**config.mk**
```make
export PLATFORM = sky130hd
export DESIGN_NAME = tpr_io_routing
export DESIGN_NICKNAME = d
export VERILOG_FILES = /design/src/tpr_pkg.sv /design/src/tpr_io_routing.sv /design/src/tpr_sync.sv
export SDC_FILE = /design/constraint.sdc
export NUM_CORES = 1
export LEC_CHECK = 0
export BUFFER_PORTS_ARGS = -buffer_cell sky130_fd_sc_hd__buf_2
export CORE_MARGIN = 4
export CORE_UTILIZATION = 30
export CTS_CLUSTER_SIZE = 30
export DETAILED_ROUTE_END_ITERATION = 8
export PLACE_DENSITY = 0.62
export SLEW_MARGIN = 10
export SYNTH_ARGS = -nofsm -noshare
export SYNTH_HDL_FRONTEND = slang
export SYNTH_SLANG_ARGS = --single-unit
```
**constraint.sdc**
```tcl
create_clock -name clk -period 1.46 [get_ports clk]
set_input_delay 0.073 -clock clk [delete_from_list [all_inputs] [get_ports clk]]
set_output_delay 0.073 -clock clk [all_outputs]
set_load 0.01 [all_outputs]
```
**src/tpr_pkg.sv**
```systemverilog
package tpr_pkg;
	// ------------------------------------------------------------
	// Mode encodings
	// ------------------------------------------------------------
	localparam int MODE_W = 4;
	typedef enum logic [3:0] {
		TPR_MODE0 = 4'h0,
		TPR_MODE1 = 4'h1,
		TPR_MODE2 = 4'h2,
		TPR_MODE3 = 4'h3,
		TPR_MODE4 = 4'h4,
		TPR_MODE5 = 4'h5,
		TPR_MODE6 = 4'h6,
		TPR_MODE7 = 4'h7,
		TPR_MODE8 = 4'h8
	} tpr_mode_t;
	// ------------------------------------------------------------
	// Register map and reset values
	// ------------------------------------------------------------
	localparam logic [3:0] TPR_IO_SELECT_OFS = 4'h0;
	localparam logic [3:0] TPR_STATUS_OFS = 4'h4;
	localparam logic [3:0] TPR_MODE_RST = 4'h0;
	localparam int TPR_SYNC_STAGES = 2;
endpackage : tpr_pkg

```
**src/tpr_io_routing.sv**
```systemverilog
// Our own choices: the address map and the strobed register port.
`timescale 1ns/1ps
module tpr_io_routing (
	input wire logic clk,
	input wire logic reset,
	input wire logic [3:0] addr,
	input wire logic [31:0] wdata,
	input wire logic wr,
	input wire logic rd,
	output logic [31:0] rdata,
	input wire logic even_primary_io_pin_in,
	input wire logic even_secondary_io_pin_in,
	input wire logic odd_primary_io_pin_in,
	input wire logic odd_secondary_io_pin_in,
	output logic even_primary_io_pin_out,
	output logic even_primary_io_pin_oe,
	output logic odd_primary_io_pin_out,
	output logic odd_primary_io_pin_oe,
	input wire logic even_waveform_out,
	input wire logic odd_waveform_out,
	input wire logic chain_trigger_in,
	output logic chain_trigger_out,
	output logic even_shared_input,
	output logic even_ext_count_clock,
	output logic even_ext_start_trigger,
	output logic even_measured_waveform,
	output logic odd_shared_input,
	output logic odd_stop_trigger
);
	import tpr_pkg::*;
	// ------------------------------------------------------------
	// Register port
	// ------------------------------------------------------------
	tpr_mode_t mode;
	tpr_mode_t next_mode;
	logic [31:0] next_rdata;
	logic sync_sec;
	always_comb begin
		next_mode = mode;
		next_rdata = 32'h0;
		if (wr && addr == TPR_IO_SELECT_OFS) begin
			case (wdata[3:0])
				4'h0, 4'h1, 4'h2, 4'h3, 4'h4, 4'h5, 4'h6, 4'h7, 4'h8: begin
					next_mode = tpr_mode_t'(wdata[3:0]);
				end
				default: begin
					next_mode = mode;
				end
			endcase
		end
		if (rd) begin
			case (addr)
				TPR_IO_SELECT_OFS: begin
					next_rdata = {28'h0, mode};
				end
				TPR_STATUS_OFS: begin
					next_rdata = {27'h0, chain_trigger_out, odd_primary_io_pin_oe,
						even_primary_io_pin_oe, sync_sec, odd_stop_trigger};
				end
				default: begin
					next_rdata = 32'h0;
				end
			endcase
		end
	end
	// ------------------------------------------------------------
	// Synchroniser for the shared pin
	// ------------------------------------------------------------
	tpr_sync u_sync (
		.clk(clk),
		.reset(reset),
		.din(even_secondary_io_pin_in),
		.dout(sync_sec)
	);
	// ------------------------------------------------------------
	// Routing
	// ------------------------------------------------------------
	logic next_ep_out, next_ep_oe, next_op_out, next_op_oe, next_chain;
	logic next_esh, next_eck, next_etg, next_emw, next_osh, next_ostop;
	always_comb begin
		next_ep_out = even_waveform_out;
		next_ep_oe = 1'b1;
		next_op_out = odd_waveform_out;
		next_op_oe = 1'b1;
		next_chain = 1'b0;
		next_esh = 1'b0;
		next_eck = 1'b0;
		next_etg = 1'b0;
		next_emw = 1'b0;
		next_osh = 1'b0;
		next_ostop = 1'b1;
		case (mode)
			TPR_MODE0: begin
				next_esh = even_secondary_io_pin_in;
				next_osh = odd_secondary_io_pin_in;
			end
			TPR_MODE1: begin
				next_op_out = 1'b0;
				next_op_oe = 1'b0;
				next_eck = even_secondary_io_pin_in;
				next_etg = odd_primary_io_pin_in;
				next_emw = odd_secondary_io_pin_in;
			end
			TPR_MODE2: begin
				next_esh = sync_sec;
				next_osh = sync_sec;
				next_chain = sync_sec;
			end
			TPR_MODE3, TPR_MODE8: begin
				next_esh = chain_trigger_in;
				next_osh = chain_trigger_in;
				next_chain = chain_trigger_in;
			end
			TPR_MODE4: begin
				next_esh = even_secondary_io_pin_in;
				next_osh = even_waveform_out;
				next_ostop = even_waveform_out;
				next_chain = even_waveform_out;
			end
			TPR_MODE6: begin
				next_osh = even_waveform_out;
				next_ostop = even_waveform_out;
				next_chain = even_waveform_out;
			end
			TPR_MODE7: begin
				next_esh = even_secondary_io_pin_in;
				next_osh = even_waveform_out;
				next_chain = even_waveform_out;
			end
			default: begin
				next_esh = 1'b0;
			end
		endcase
	end
	always_ff @(posedge clk or posedge reset) begin
		if (reset) begin
			mode <= tpr_mode_t'(TPR_MODE_RST);
			rdata <= 32'h0;
			even_primary_io_pin_out <= 1'b0;
			even_primary_io_pin_oe <= 1'b0;
			odd_primary_io_pin_out <= 1'b0;
			odd_primary_io_pin_oe <= 1'b0;
			chain_trigger_out <= 1'b0;
			even_shared_input <= 1'b0;
			even_ext_count_clock <= 1'b0;
			even_ext_start_trigger <= 1'b0;
			even_measured_waveform <= 1'b0;
			odd_shared_input <= 1'b0;
			odd_stop_trigger <= 1'b1;
		end else begin
			mode <= next_mode;
			rdata <= next_rdata;
			even_primary_io_pin_out <= next_ep_out;
			even_primary_io_pin_oe <= next_ep_oe;
			odd_primary_io_pin_out <= next_op_out;
			odd_primary_io_pin_oe <= next_op_oe;
			chain_trigger_out <= next_chain;
			even_shared_input <= next_esh;
			even_ext_count_clock <= next_eck;
			even_ext_start_trigger <= next_etg;
			even_measured_waveform <= next_emw;
			odd_shared_input <= next_osh;
			odd_stop_trigger <= next_ostop;
		end
	end
	// ------------------------------------------------------------
	// Assertions
	// ------------------------------------------------------------
	property p_mode1_clk;
		@(posedge clk) disable iff (reset)
		mode == TPR_MODE1 ##1 mode == TPR_MODE1 |->
			even_ext_count_clock == $past(even_secondary_io_pin_in);
	endproperty
	a_mode1_clk: assert property (p_mode1_clk) else $error("mode1 clock wrong");
	property p_mode1_trg;
		@(posedge clk) disable iff (reset)
		mode == TPR_MODE1 |=> even_ext_start_trigger == $past(odd_primary_io_pin_in)
			&& !odd_primary_io_pin_oe;
	endproperty
	a_mode1_trg: assert property (p_mode1_trg) else $error("mode1 trigger wrong");
	property p_mode1_mw;
		@(posedge clk) disable iff (reset)
		mode == TPR_MODE1 |=> even_measured_waveform == $past(odd_secondary_io_pin_in);
	endproperty
	a_mode1_mw: assert property (p_mode1_mw) else $error("mode1 waveform wrong");
	property p_mode2_sync;
		@(posedge clk) disable iff (reset)
		mode == TPR_MODE2 [*4] |-> odd_shared_input == $past(even_secondary_io_pin_in, 3)
			&& even_shared_input == odd_shared_input;
	endproperty
	a_mode2_sync: assert property (p_mode2_sync) else $error("mode2 sync wrong");
	property p_mode2_chain;
		@(posedge clk) disable iff (reset)
		mode == TPR_MODE2 |=> chain_trigger_out == even_shared_input;
	endproperty
	a_mode2_chain: assert property (p_mode2_chain) else $error("mode2 chain wrong");
	property p_mode3_relay;
		@(posedge clk) disable iff (reset)
		mode == TPR_MODE3 |=> chain_trigger_out == $past(chain_trigger_in)
			&& odd_shared_input == $past(chain_trigger_in);
	endproperty
	a_mode3_relay: assert property (p_mode3_relay) else $error("mode3 relay wrong");
	property p_mode4_stop;
		@(posedge clk) disable iff (reset)
		mode == TPR_MODE4 |=> odd_stop_trigger == $past(even_waveform_out)
			&& chain_trigger_out == odd_stop_trigger;
	endproperty
	a_mode4_stop: assert property (p_mode4_stop) else $error("mode4 stop wrong");
	property p_out_pins;
		@(posedge clk) disable iff (reset)
		(mode inside {TPR_MODE2, TPR_MODE3, TPR_MODE4}) |=>
			odd_primary_io_pin_out == $past(odd_waveform_out) && odd_primary_io_pin_oe;
	endproperty
	a_out_pins: assert property (p_out_pins) else $error("output pin wrong");
	property p_mode1_even_pin;
		@(posedge clk) disable iff (reset)
		mode == TPR_MODE1 |=>
			even_primary_io_pin_out == $past(even_waveform_out) && even_primary_io_pin_oe;
	endproperty
	a_mode1_even_pin: assert property (p_mode1_even_pin) else $error("mode1 pin");
	property p_mode1_no_shared;
		@(posedge clk) disable iff (reset)
		mode == TPR_MODE1 |=>
			!even_shared_input && !odd_shared_input;
	endproperty
	a_mode1_no_shared: assert property (p_mode1_no_shared) else $error("mode1 shared");
	property p_ext_only_mode1;
		@(posedge clk) disable iff (reset)
		mode != TPR_MODE1 |=>
			!even_ext_count_clock && !even_ext_start_trigger && !even_measured_waveform;
	endproperty
	a_ext_only_mode1: assert property (p_ext_only_mode1) else $error("ext idle");
	property p_even_pin;
		@(posedge clk) disable iff (reset)
		(mode inside {TPR_MODE2, TPR_MODE3, TPR_MODE4}) |=>
			even_primary_io_pin_out == $past(even_waveform_out) && even_primary_io_pin_oe;
	endproperty
	a_even_pin: assert property (p_even_pin) else $error("even pin wrong");
	property p_mode3_even;
		@(posedge clk) disable iff (reset)
		mode == TPR_MODE3 |=>
			even_shared_input == $past(chain_trigger_in);
	endproperty
	a_mode3_even: assert property (p_mode3_even) else $error("mode3 even wrong");
	property p_mode4_even;
		@(posedge clk) disable iff (reset)
		mode == TPR_MODE4 |=>
			even_shared_input == $past(even_secondary_io_pin_in);
	endproperty
	a_mode4_even: assert property (p_mode4_even) else $error("mode4 even wrong");
	property p_mode4_start;
		@(posedge clk) disable iff (reset)
		mode == TPR_MODE4 |=>
			odd_shared_input == $past(even_waveform_out);
	endproperty
	a_mode4_start: assert property (p_mode4_start) else $error("mode4 start wrong");
	property p_stop_idle;
		@(posedge clk) disable iff (reset)
		!(mode inside {TPR_MODE4, TPR_MODE6}) |=>
			odd_stop_trigger;
	endproperty
	a_stop_idle: assert property (p_stop_idle) else $error("stop idle wrong");
	property p_mode_write;
		@(posedge clk) disable iff (reset)
		wr && addr == TPR_IO_SELECT_OFS && wdata[3:0] <= 4'h8 |=>
			mode == $past(wdata[3:0]);
	endproperty
	a_mode_write: assert property (p_mode_write) else $error("mode write wrong");
	property p_mode_hold;
		@(posedge clk) disable iff (reset)
		!(wr && addr == TPR_IO_SELECT_OFS && wdata[3:0] <= 4'h8) |=>
			$stable(mode);
	endproperty
	a_mode_hold: assert property (p_mode_hold) else $error("mode hold wrong");
	property p_rdata_idle;
		@(posedge clk) disable iff (reset)
		!rd |=>
			rdata == 32'h0;
	endproperty
	a_rdata_idle: assert property (p_rdata_idle) else $error("rdata idle wrong");
	c_mode1: cover property (@(posedge clk) disable iff (reset) mode == TPR_MODE1);
	c_mode2: cover property (@(posedge clk) disable iff (reset) mode == TPR_MODE2 && sync_sec);
	c_mode3: cover property (@(posedge clk) disable iff (reset) mode == TPR_MODE3);
	c_mode4: cover property (@(posedge clk) disable iff (reset)
		mode == TPR_MODE4 && $fell(odd_stop_trigger));
endmodule : tpr_io_routing

```
**src/tpr_sync.sv**
```systemverilog
`timescale 1ns/1ps
module tpr_sync (
	input wire logic clk,
	input wire logic reset,
	input wire logic din,
	output logic dout
);
	import tpr_pkg::*;
	logic stage1;
	logic next_stage1;
	logic next_dout;
	always_comb begin
		next_stage1 = din;
		next_dout = stage1;
	end
	always_ff @(posedge clk or posedge reset) begin
		if (reset) begin
			stage1 <= 1'b0;
			dout <= 1'b0;
		end else begin
			stage1 <= next_stage1;
			dout <= next_dout;
		end
	end
endmodule : tpr_sync
```
==> metrics.txt, run 1 <==
number of I/O port buffers 33; part of the power in combinational logic 0.196; final routed wirelength across all metal layers 2130 um; antenna violations before repair 0; insertion delay of the later-clocked pin in the worst-skew pair 260 ps; remaining number of nets flagged by the antenna check after routing 0; worst setup slack for register-to-register paths 180 ps; layout-stage area growth over the synthesis result 19.3%; Top FF cell, synth dfrtp_1; kind of critical path register to register; number of standard cells after synthesis 99; iteration-0 DRC count of the detailed router 25; category of the worst setup path launch point register; via count of the first global-routing pass 718; Total Power Consumption 1.65 mW; switching share of power 0.271; share of the clock period used by the worst path 0.878; design area 0.00133 mm^2; pin count of the biggest net entering global routing 23; achievable frequency 0.781 GHz; largest driver fanout on the critical path 9; clock share of power 0.334; areal power density over the cells between 1000 and 1500 mW/mm^2; count of max-cap constraint violations 0; type of element capturing the critical path register; cell area after placement 0.00123 mm^2; final global-route overflow total 0; register share of total power 0.470; Detailed Routing Iterations Pass 1 4; clock transition at the register clock pins on the worst setup and hold paths after CTS approximately 80 ps; CTS resizes 0; clock sinks 22; Via density 4.22; Critical R2R Capture odd_shared_input$_DFF_PP0_; max-slew violations 0; Longest Clk Path Bufs 2; post-route minimum period 1280 ps; #FFs+latches synth 22; hold wc startpoint odd_primary_io_pin_in; number of fill cells in the layout 370; boundary pin count 90; DPL Wire Length roughly 1700 um; first-pass GRT wire length 3090 um; setup repair after global routing missed its margin no; Avg Inst Size Synth roughly 11 um^2; WHS Path Cells 2; Avg WL per Cell 11.6 um; effective utilization at floorplan 0.321; # rows 21; clock tree skew after final layout 6.19 ps; number of nets in the layout between 150 and 200; global-route total usage across every layer 0.0858; count of flip-flops with a built-in enable after synthesis 0; deepest level of the CTS H-tree 1; die width approximately 69 um; fin util 0.383; switching power summed over all nets about 0.45 mW; Async S/R FF share, synth 1.00; buffer cell driving the clock tree root clkbuf_8; capture endpoint of the worst hold path even_ext_start_trigger$_DFF_PP0_; die area 0.00475 mm^2; layout cell share with drive strength beyond 1 0.319; worst ir drop on vdd 0.449 mV; count of unique library cells instantiated by Yosys 32; Synth Cell Area between 0.001 and 0.0015 mm^2; warning count from the yosys run 0; vias after detailed routing between 700 and 800; worst min-delay path class primary input to register; final setup violation count 0; routability congestion estimate from global placement approximately 0.70; register area share after synthesis 0.496; RR Startpoint mode[3]$_DFFE_PP0P_; Residual DRC 0; number of diodes added for antenna fixing 0; TritonCTS buffer count 3; status complete, no violations; cell-internal power 1.20 mW; critical path data required time 1580 ps; TNS Setup 0 ps; arrival time at the worst endpoint around 1400 ps; count of endpoints failing hold in the final timing report 0; core outline area ~0.0035 mm^2; cell depth of the worst flop-to-flop path 3; static leakage 0.690 nW; Die Y-Extent 68.9 um; clock tree from TritonCTS yes
## through the flow
stage,hold slack (ps),setup slack [ps],cells
global placement,115,193,177
CTS,34.5,168,184
floorplan,61.5,342,125
finish,34.1,179,184
global route,53.9,110,184
detailed placement,115,187,177
## worst max-delay path by stage
stage	start	end	slack [ps]	cells after the start
CTS	mode[3]$_DFFE_PP0P_	even_shared_input$_DFF_PP0_	170	3
detailed placement	mode[3]$_DFFE_PP0P_	odd_shared_input$_DFF_PP0_	190	3
floorplan	mode[0]$_DFFE_PP0P_	even_shared_input$_DFF_PP0_	340	3
global route	mode[3]$_DFFE_PP0P_	odd_shared_input$_DFF_PP0_	110	3
global placement	mode[3]$_DFFE_PP0P_	even_shared_input$_DFF_PP0_	190	3
finish	mode[3]$_DFFE_PP0P_	odd_shared_input$_DFF_PP0_	180	3
## routing by layer
metal  vias to the layer above  part of all wire  track usage
met5                         -                 0            0
met4                         0                 0       0.0292
met3                         0              0.11       0.0178
met2                        39              0.47        0.142
met1                       362              0.42        0.111
li1                        376                 -            -
## logic make-up after synthesis
| family | count (synthesis) | synth area share |
|---|---|---|
| buf+inv | 33 | 0.213 |
| flops | 22 | 0.496 |
| simple gates | 22 | 0.134 |
| compound gates | 18 | 0.132 |
| mux | 2 | 0.0191 |
| other cells | 2 | 0.00675 |
## synth_stat cells, drive strengths merged, types with 2 or more instances
master	number	area (um^2)
a21oi	2	10.0
a22o	4	36.3
and2	4	25.0
and4b	3	30.0
buf	28	214
conb	2	7.51
dfrtp	21	526
inv	4	15.0
nor2	5	21.3
nor3	2	15.0
nor4bb	2	20.0
o21a	3	22.5
o32a	3	30.0
o32ai	2	17.5
## layout by cell type (no fill, tap or decap), types with 2 or more instances in the layout
master / n
nor2_1: 4
and2_1: 4
dfrtp_1: 21
o32ai_1: 2
o21a_1: 3
buf_4: 2
inv_1: 4
o32a_1: 3
a22o_1: 3
dlygate4sd3_1: 3
nor4bb_1: 2
conb_1: 28
buf_2: 33
and4b_1: 3
clkbuf_8: 3
a21oi_1: 2
## state kept, by name, indices dropped and copies added (netlist names)
register and cells:
even_primary_io_pin_out 1, even_ext_start_trigger 1, odd_stop_trigger 1, u_sync.next_dout 1, even_shared_input 1, even_primary_io_pin_oe 1, even_measured_waveform 1, chain_trigger_out 1
odd_primary_io_pin_out 1, u_sync.dout 1, mode 4, even_ext_count_clock 1, odd_primary_io_pin_oe 1, rdata 5, odd_shared_input 1
## layout make-up
class                           instances  area, um^2  area share
Sequential cell                        22         552       0.416
Multi-Input combinational cell         70         422       0.318
Timing Repair Buffer                   38         210       0.158
Tap cell                               46        57.6      0.0434
Clock buffer                            3        41.3      0.0311
Clock inverter                          1        30.0      0.0226
Inverter                                4        15.0      0.0113
## critical path, cell delays in order (launching register included)
cell and delay, ps:
dfrtp_1 530, mux2_2 380, a21oi_1 140, o22ai_1 100
## what timing repair did
item	4_1_cts	5_1_grt
endpoints found under the setup margin	0	0
endpoints found under the hold margin	23	0
hold buffers	3	0
buffers inserted	0	0
## power groups by stage
stage               clock network [mW]  registers, mW  logic (mW)
global placement                     0          0.780       0.311
global route                     0.594          0.786       0.362
finish                           0.551          0.774       0.323
floorplan                            0          0.775       0.260
CTS                              0.569          0.774       0.327
detailed placement                   0          0.786       0.319
(Power assumes the default switching activity.)
==> run 2: changes to the inputs <==
- CTS_BUF_LIST: not set -> sky130_fd_sc_hd__clkbuf_16
==> run 2 against run 1 <==
Against the previous run:
- die area did not move
- flip-flop and latch count did not move
- final area rose by 2.5%
- clock power rose by 36%
- total power rose by 12%
- sequential power barely moved
- core utilization rose by 0.97 points
- critical endpoint unchanged
- hold slack improved by 7.0 ps
- highest routed layer is now met4
- final cell count did not move
- global-route usage rose by 0.37 points
==> metrics.txt, run 2 (synthesis gave the netlist of run 1 again) <==
status complete, no violations; TritonCTS buffer count 3; Reg with most FFs rdata; worst min-delay path class primary input to register; DPL Wire Length approximately 1700 um; die area approximately 0.0047 mm^2; antenna violations before repair 0; Avg WL per Cell 11.6 um; count of endpoints failing hold in the final timing report 0; share of the clock period used by the worst path 0.872; TNS Setup 0 ps; number of nets in the layout 186; # rows 21; die width roughly 70 um; layout-stage area growth over the synthesis result 22.4%; cell depth of the worst flop-to-flop path 3; clock tree from TritonCTS yes; Buf/Inv on CP 0; category of the worst setup path launch point register; Critical R2R Capture odd_shared_input$_DFF_PP0_; Slowest-stage cell, CP dfrtp_1; arrival time at the worst endpoint approximately 1400 ps; number of diodes added for antenna fixing 0; Longest Clk Path Bufs 2; routability congestion estimate from global placement 0.703; hold wc startpoint odd_primary_io_pin_in; via count of the first global-routing pass about 730; boundary pin count 90; Die Y-Extent 68.9 um; critical path data required time between 1500 and 2000 ps; final hold slack 41.1 ps; clock sinks 22; final global-route overflow total 0; iteration-0 DRC count of the detailed router 49; largest driver fanout on the critical path 9; number of flip-flops under the largest register name 5; achievable frequency 0.785 GHz; effective utilization at floorplan 0.321; count of max-cap constraint violations 0; layout cell share with drive strength beyond 1 0.319; total number of cells along the worst setup path 3; biggest cell delay along the critical path roughly 520 ps; insertion delay of the later-clocked pin in the worst-skew pair 250 ps; core outline area 0.00347 mm^2; setup bufs post-CTS 0; cell-by-cell trace of the critical path mux2_2, a21oi_1, o22ai_1; number of fill cells in the layout about 370; pin count of the biggest net entering global routing 23; remaining number of nets flagged by the antenna check after routing 0; setup repair after global routing missed its margin no; deepest level of the CTS H-tree 1; RR Startpoint mode[3]$_DFFE_PP0P_; capture endpoint of the worst hold path even_ext_start_trigger$_DFF_PP0_; vias after detailed routing 771; first-pass GRT wire length 3150 um; WHS Path Cells 2; final setup violation count 0; Total Power Consumption 1.85 mW; commonest cells after routing, fill and taps aside buf_2, conb_1, dfrtp_1; cell type group with the largest total delay on the critical path flip-flops; worst ir drop on vdd 0.455 mV; Via density 4.19; worst setup slack for register-to-register paths between 150 and 200 ps; post-route minimum period 1270 ps; clock transition at the register clock pins on the worst setup and hold paths after CTS about 60 ps; clock tree skew after final layout 5.67 ps; Detailed Routing Iterations Pass 1 4; areal power density over the cells 1360 mW/mm^2; global-route total usage across every layer 0.0896; CTS resizes 0; type of element capturing the critical path register; number of I/O port buffers 33; kind of critical path register to register; largest registers rdata (5), mode (4); most common library cell in the layout ignoring fill and taps buf_2; max-slew violations 0; static leakage ~0.71 nW; Residual DRC 0; buffer cell driving the clock tree root clkbuf_16; final routed wirelength across all metal layers 2140 um
==> run 2: cell counts in the layout (fill, tap and decap cells not counted) <==
Identical to the previous run, type by type.
==> run 2: where the power goes <==
part	internal, mW	switching (mW)	leakage, nW
clock	0.544	0.207	0.0511
combinational	0.146	0.177	0.378
sequential	0.691	0.0845	0.277
total	1.38	0.468	0.705
==> run 2: per-stage QoR <==
stage                util  worst slack [ps]  cell area, um^2  instances
finish              0.392               186             1360        184
global route        0.392               115             1360        184
CTS                 0.392               173             1360        184
detailed placement  0.354               187             1230        177
global placement    0.354               193             1230        177
floorplan               -               342             1210        125
==> run 2: metal layers <==
metal  share of wire  global-route usage  up-vias
met5               0                   0        -
met1            0.42               0.112      354
met3            0.11              0.0227        3
met2            0.45               0.143       38
met4           0.019              0.0438        0
li1                -                   -      376
==> run 2: cell type report <==
class / instances / area [um^2] / share of cell area
flip-flops and latches: 22 / 552 / 0.405
clock inverters: 1 / 30.0 / 0.0221
multi-input cells: 70 / 422 / 0.310
repair buffers: 38 / 210 / 0.154
clock buffers: 3 / 75.1 / 0.0551
well taps: 46 / 57.6 / 0.0423
inverters: 4 / 15.0 / 0.0110
==> run 2: timing repair <==
| item | in CTS | in global routing |
|---|---|---|
| setup endpoints to repair | 0 | 0 |
| hold endpoints to repair | 23 | 0 |
| hold buffers | 3 | 0 |
==> run 2: how the worst max path moves through the flow <==
stage               slack, ps                          end           startpoint
floorplan                 340  even_shared_input$_DFF_PP0_  mode[0]$_DFFE_PP0P_
global placement          190  even_shared_input$_DFF_PP0_  mode[3]$_DFFE_PP0P_
detailed placement        190   odd_shared_input$_DFF_PP0_  mode[3]$_DFFE_PP0P_
CTS                       170  even_shared_input$_DFF_PP0_  mode[3]$_DFFE_PP0P_
global route              120   odd_shared_input$_DFF_PP0_  mode[3]$_DFFE_PP0P_
finish                    190   odd_shared_input$_DFF_PP0_  mode[3]$_DFFE_PP0P_
==> run 3: changes to the inputs <==
- CELL_PAD_IN_SITES_DETAIL_PLACEMENT: not set -> 0
- CELL_PAD_IN_SITES_GLOBAL_PLACEMENT: not set -> 1
- CORE_UTILIZATION: 30 -> 27
- PLACE_DENSITY: 0.62 -> 0.77
==> run 3 against run 2 <==
Against the previous run:
- via count is 3.8% higher
- global-route usage is 0.27 points lower
- core utilization is 4.9 points lower
- sequential share of layout area is 0.37 points lower
- register-to-register slack worse by 40 ps
- count of clock-buffer cells in the layout stayed put
- routed wire length is 5.7% higher
- critical path depth stayed put
- die area is 9.8% higher
- final cell count is 2.7% higher
- clock power is 1% lower
- highest routed layer unchanged
==> metrics.txt, run 3 (synthesis gave the netlist of run 1 again) <==
commonest cells after routing, fill and taps aside buf_2, conb_1, dfrtp_1; die area 0.00521 mm^2; iteration-0 DRC count of the detailed router 48; count of endpoints failing hold in the final timing report 0; setup repair after global routing missed its margin no; largest driver fanout on the critical path 7; via count of the first global-routing pass 768; kind of critical path register to register; buffer cell driving the clock tree root clkbuf_16; effective utilization at floorplan 0.278; number of nets in the layout 187; clock transition at the register clock pins on the worst setup and hold paths after CTS 60 ps; areal power density over the cells 1350 mW/mm^2; capture endpoint of the worst hold path even_ext_start_trigger$_DFF_PP0_; die width roughly 72 um; Residual DRC 0; TritonCTS buffer count 3; worst setup slack for register-to-register paths 150 ps; Via density about 4.2; deepest level of the CTS H-tree 1; cell depth of the worst flop-to-flop path 3; clock tree skew after final layout 7.33 ps; pre-CTS setup slack about 180 ps; pin count of the biggest net entering global routing 23; Die Y-Extent 72.2 um; Reg with most FFs rdata; arrival time at the worst endpoint 1430 ps; clock sinks 22; number of I/O port buffers 33; post-layout worst setup margin 146 ps; category of the worst setup path launch point register; number of diodes added for antenna fixing 0; final global-route overflow total 0; final routed wirelength across all metal layers 2260 um; Detailed Routing Iterations Pass 1 4; layout-stage area growth over the synthesis result 23.5%; first-pass GRT wire length 3590 um; global-route total usage across every layer 0.0869; TNS Setup 0 ps; insertion delay of the later-clocked pin in the worst-skew pair 250 ps; type of element capturing the critical path register; status complete, no violations; core outline area 0.00400 mm^2; count of max-cap constraint violations 0; worst ir drop on vdd 0.406 mV; routability congestion estimate from global placement 0.796; post-route minimum period 1310 ps; remaining number of nets flagged by the antenna check after routing 0; hold wc startpoint odd_primary_io_pin_in; CTS resizes 0; layout cell share with drive strength beyond 1 0.324; number of fill cells in the layout 425; antenna violations before repair 0; critical path data required time ~1600 ps; final setup violation count 0; worst min-delay path class primary input to register; RR Startpoint mode[3]$_DFFE_PP0P_; DPL Wire Length around 1900 um; clock tree from TritonCTS yes; boundary pin count 90; most common library cell in the layout ignoring fill and taps buf_2; Critical R2R Capture even_shared_input$_DFF_PP0_; max-slew violations 0; static leakage 0.710 nW; share of the clock period used by the worst path 0.900; Avg WL per Cell 11.9 um; largest registers rdata (5), mode (4); Longest Clk Path Bufs 2; achievable frequency 0.761 GHz; # rows 23; WHS Path Cells 2; number of flip-flops under the largest register name 5; vias after detailed routing 800
run 3: cell types whose count changed in the layout (fill, tap and decap cells not counted):
cell,before,now
buf_4,2,3
run 3: what timing repair did:
item	in CTS	in global routing
hold buffers	3	0
buffers inserted	0	0
hold endpoints to repair	23	0
setup endpoints to repair	0	0
run 3: worst max-delay path by stage:
stage | from | end | cells after the start
after detailed placement | mode[3]$_DFFE_PP0P_ | even_shared_input$_DFF_PP0_ | 3
after global routing | mode[3]$_DFFE_PP0P_ | even_shared_input$_DFF_PP0_ | 3
after floorplan | mode[0]$_DFFE_PP0P_ | even_shared_input$_DFF_PP0_ | 3
after global placement | mode[0]$_DFFE_PP0P_ | even_shared_input$_DFF_PP0_ | 3
final | mode[3]$_DFFE_PP0P_ | even_shared_input$_DFF_PP0_ | 3
after CTS | mode[3]$_DFFE_PP0P_ | even_shared_input$_DFF_PP0_ | 3
run 3: critical path, cell delays in order, from the launching register on:
cell	delay, ps
dfrtp_1	490
and4b_1	250
a311oi_1	300
o32ai_1	140
run 3: layout make-up:
class / count / area [um^2] / share of cell area
tap: 50 / 62.6 / 0.0455
sequential: 22 / 552 / 0.402
clock buffer: 3 / 75.1 / 0.0546
clock inverter: 1 / 30.0 / 0.0219
inverter: 4 / 15.0 / 0.0109
multi-input combinational: 70 / 422 / 0.307
timing repair buffer: 39 / 218 / 0.158
run 3: where the power goes:
part	internal, mW	switching, mW	total (mW)
combinational	0.154	0.201	0.355
sequential	0.691	0.0698	0.761
clock	0.543	0.199	0.742
total	1.39	0.470	1.86
run 3: stage by stage:
step | area (um^2) | cells | hold WS [ps] | utilization | power [mW]
after floorplan | 1210 | 125 | 61.5 | - | 1.04
after global placement | 1240 | 182 | 111 | 0.310 | 1.10
after detailed placement | 1240 | 182 | 121 | 0.310 | 1.12
after CTS | 1370 | 189 | 43.2 | 0.343 | 1.88
after global routing | 1370 | 189 | 36.0 | 0.343 | 1.96
final | 1370 | 189 | 44.4 | 0.343 | 1.86
run 3: metal layers:
layer | global-route usage | wire length, um
met4 | 0.0251 | 8
met3 | 0.0332 | 326
met2 | 0.141 | 1030
met5 | 0 | 0
met1 | 0.108 | 889
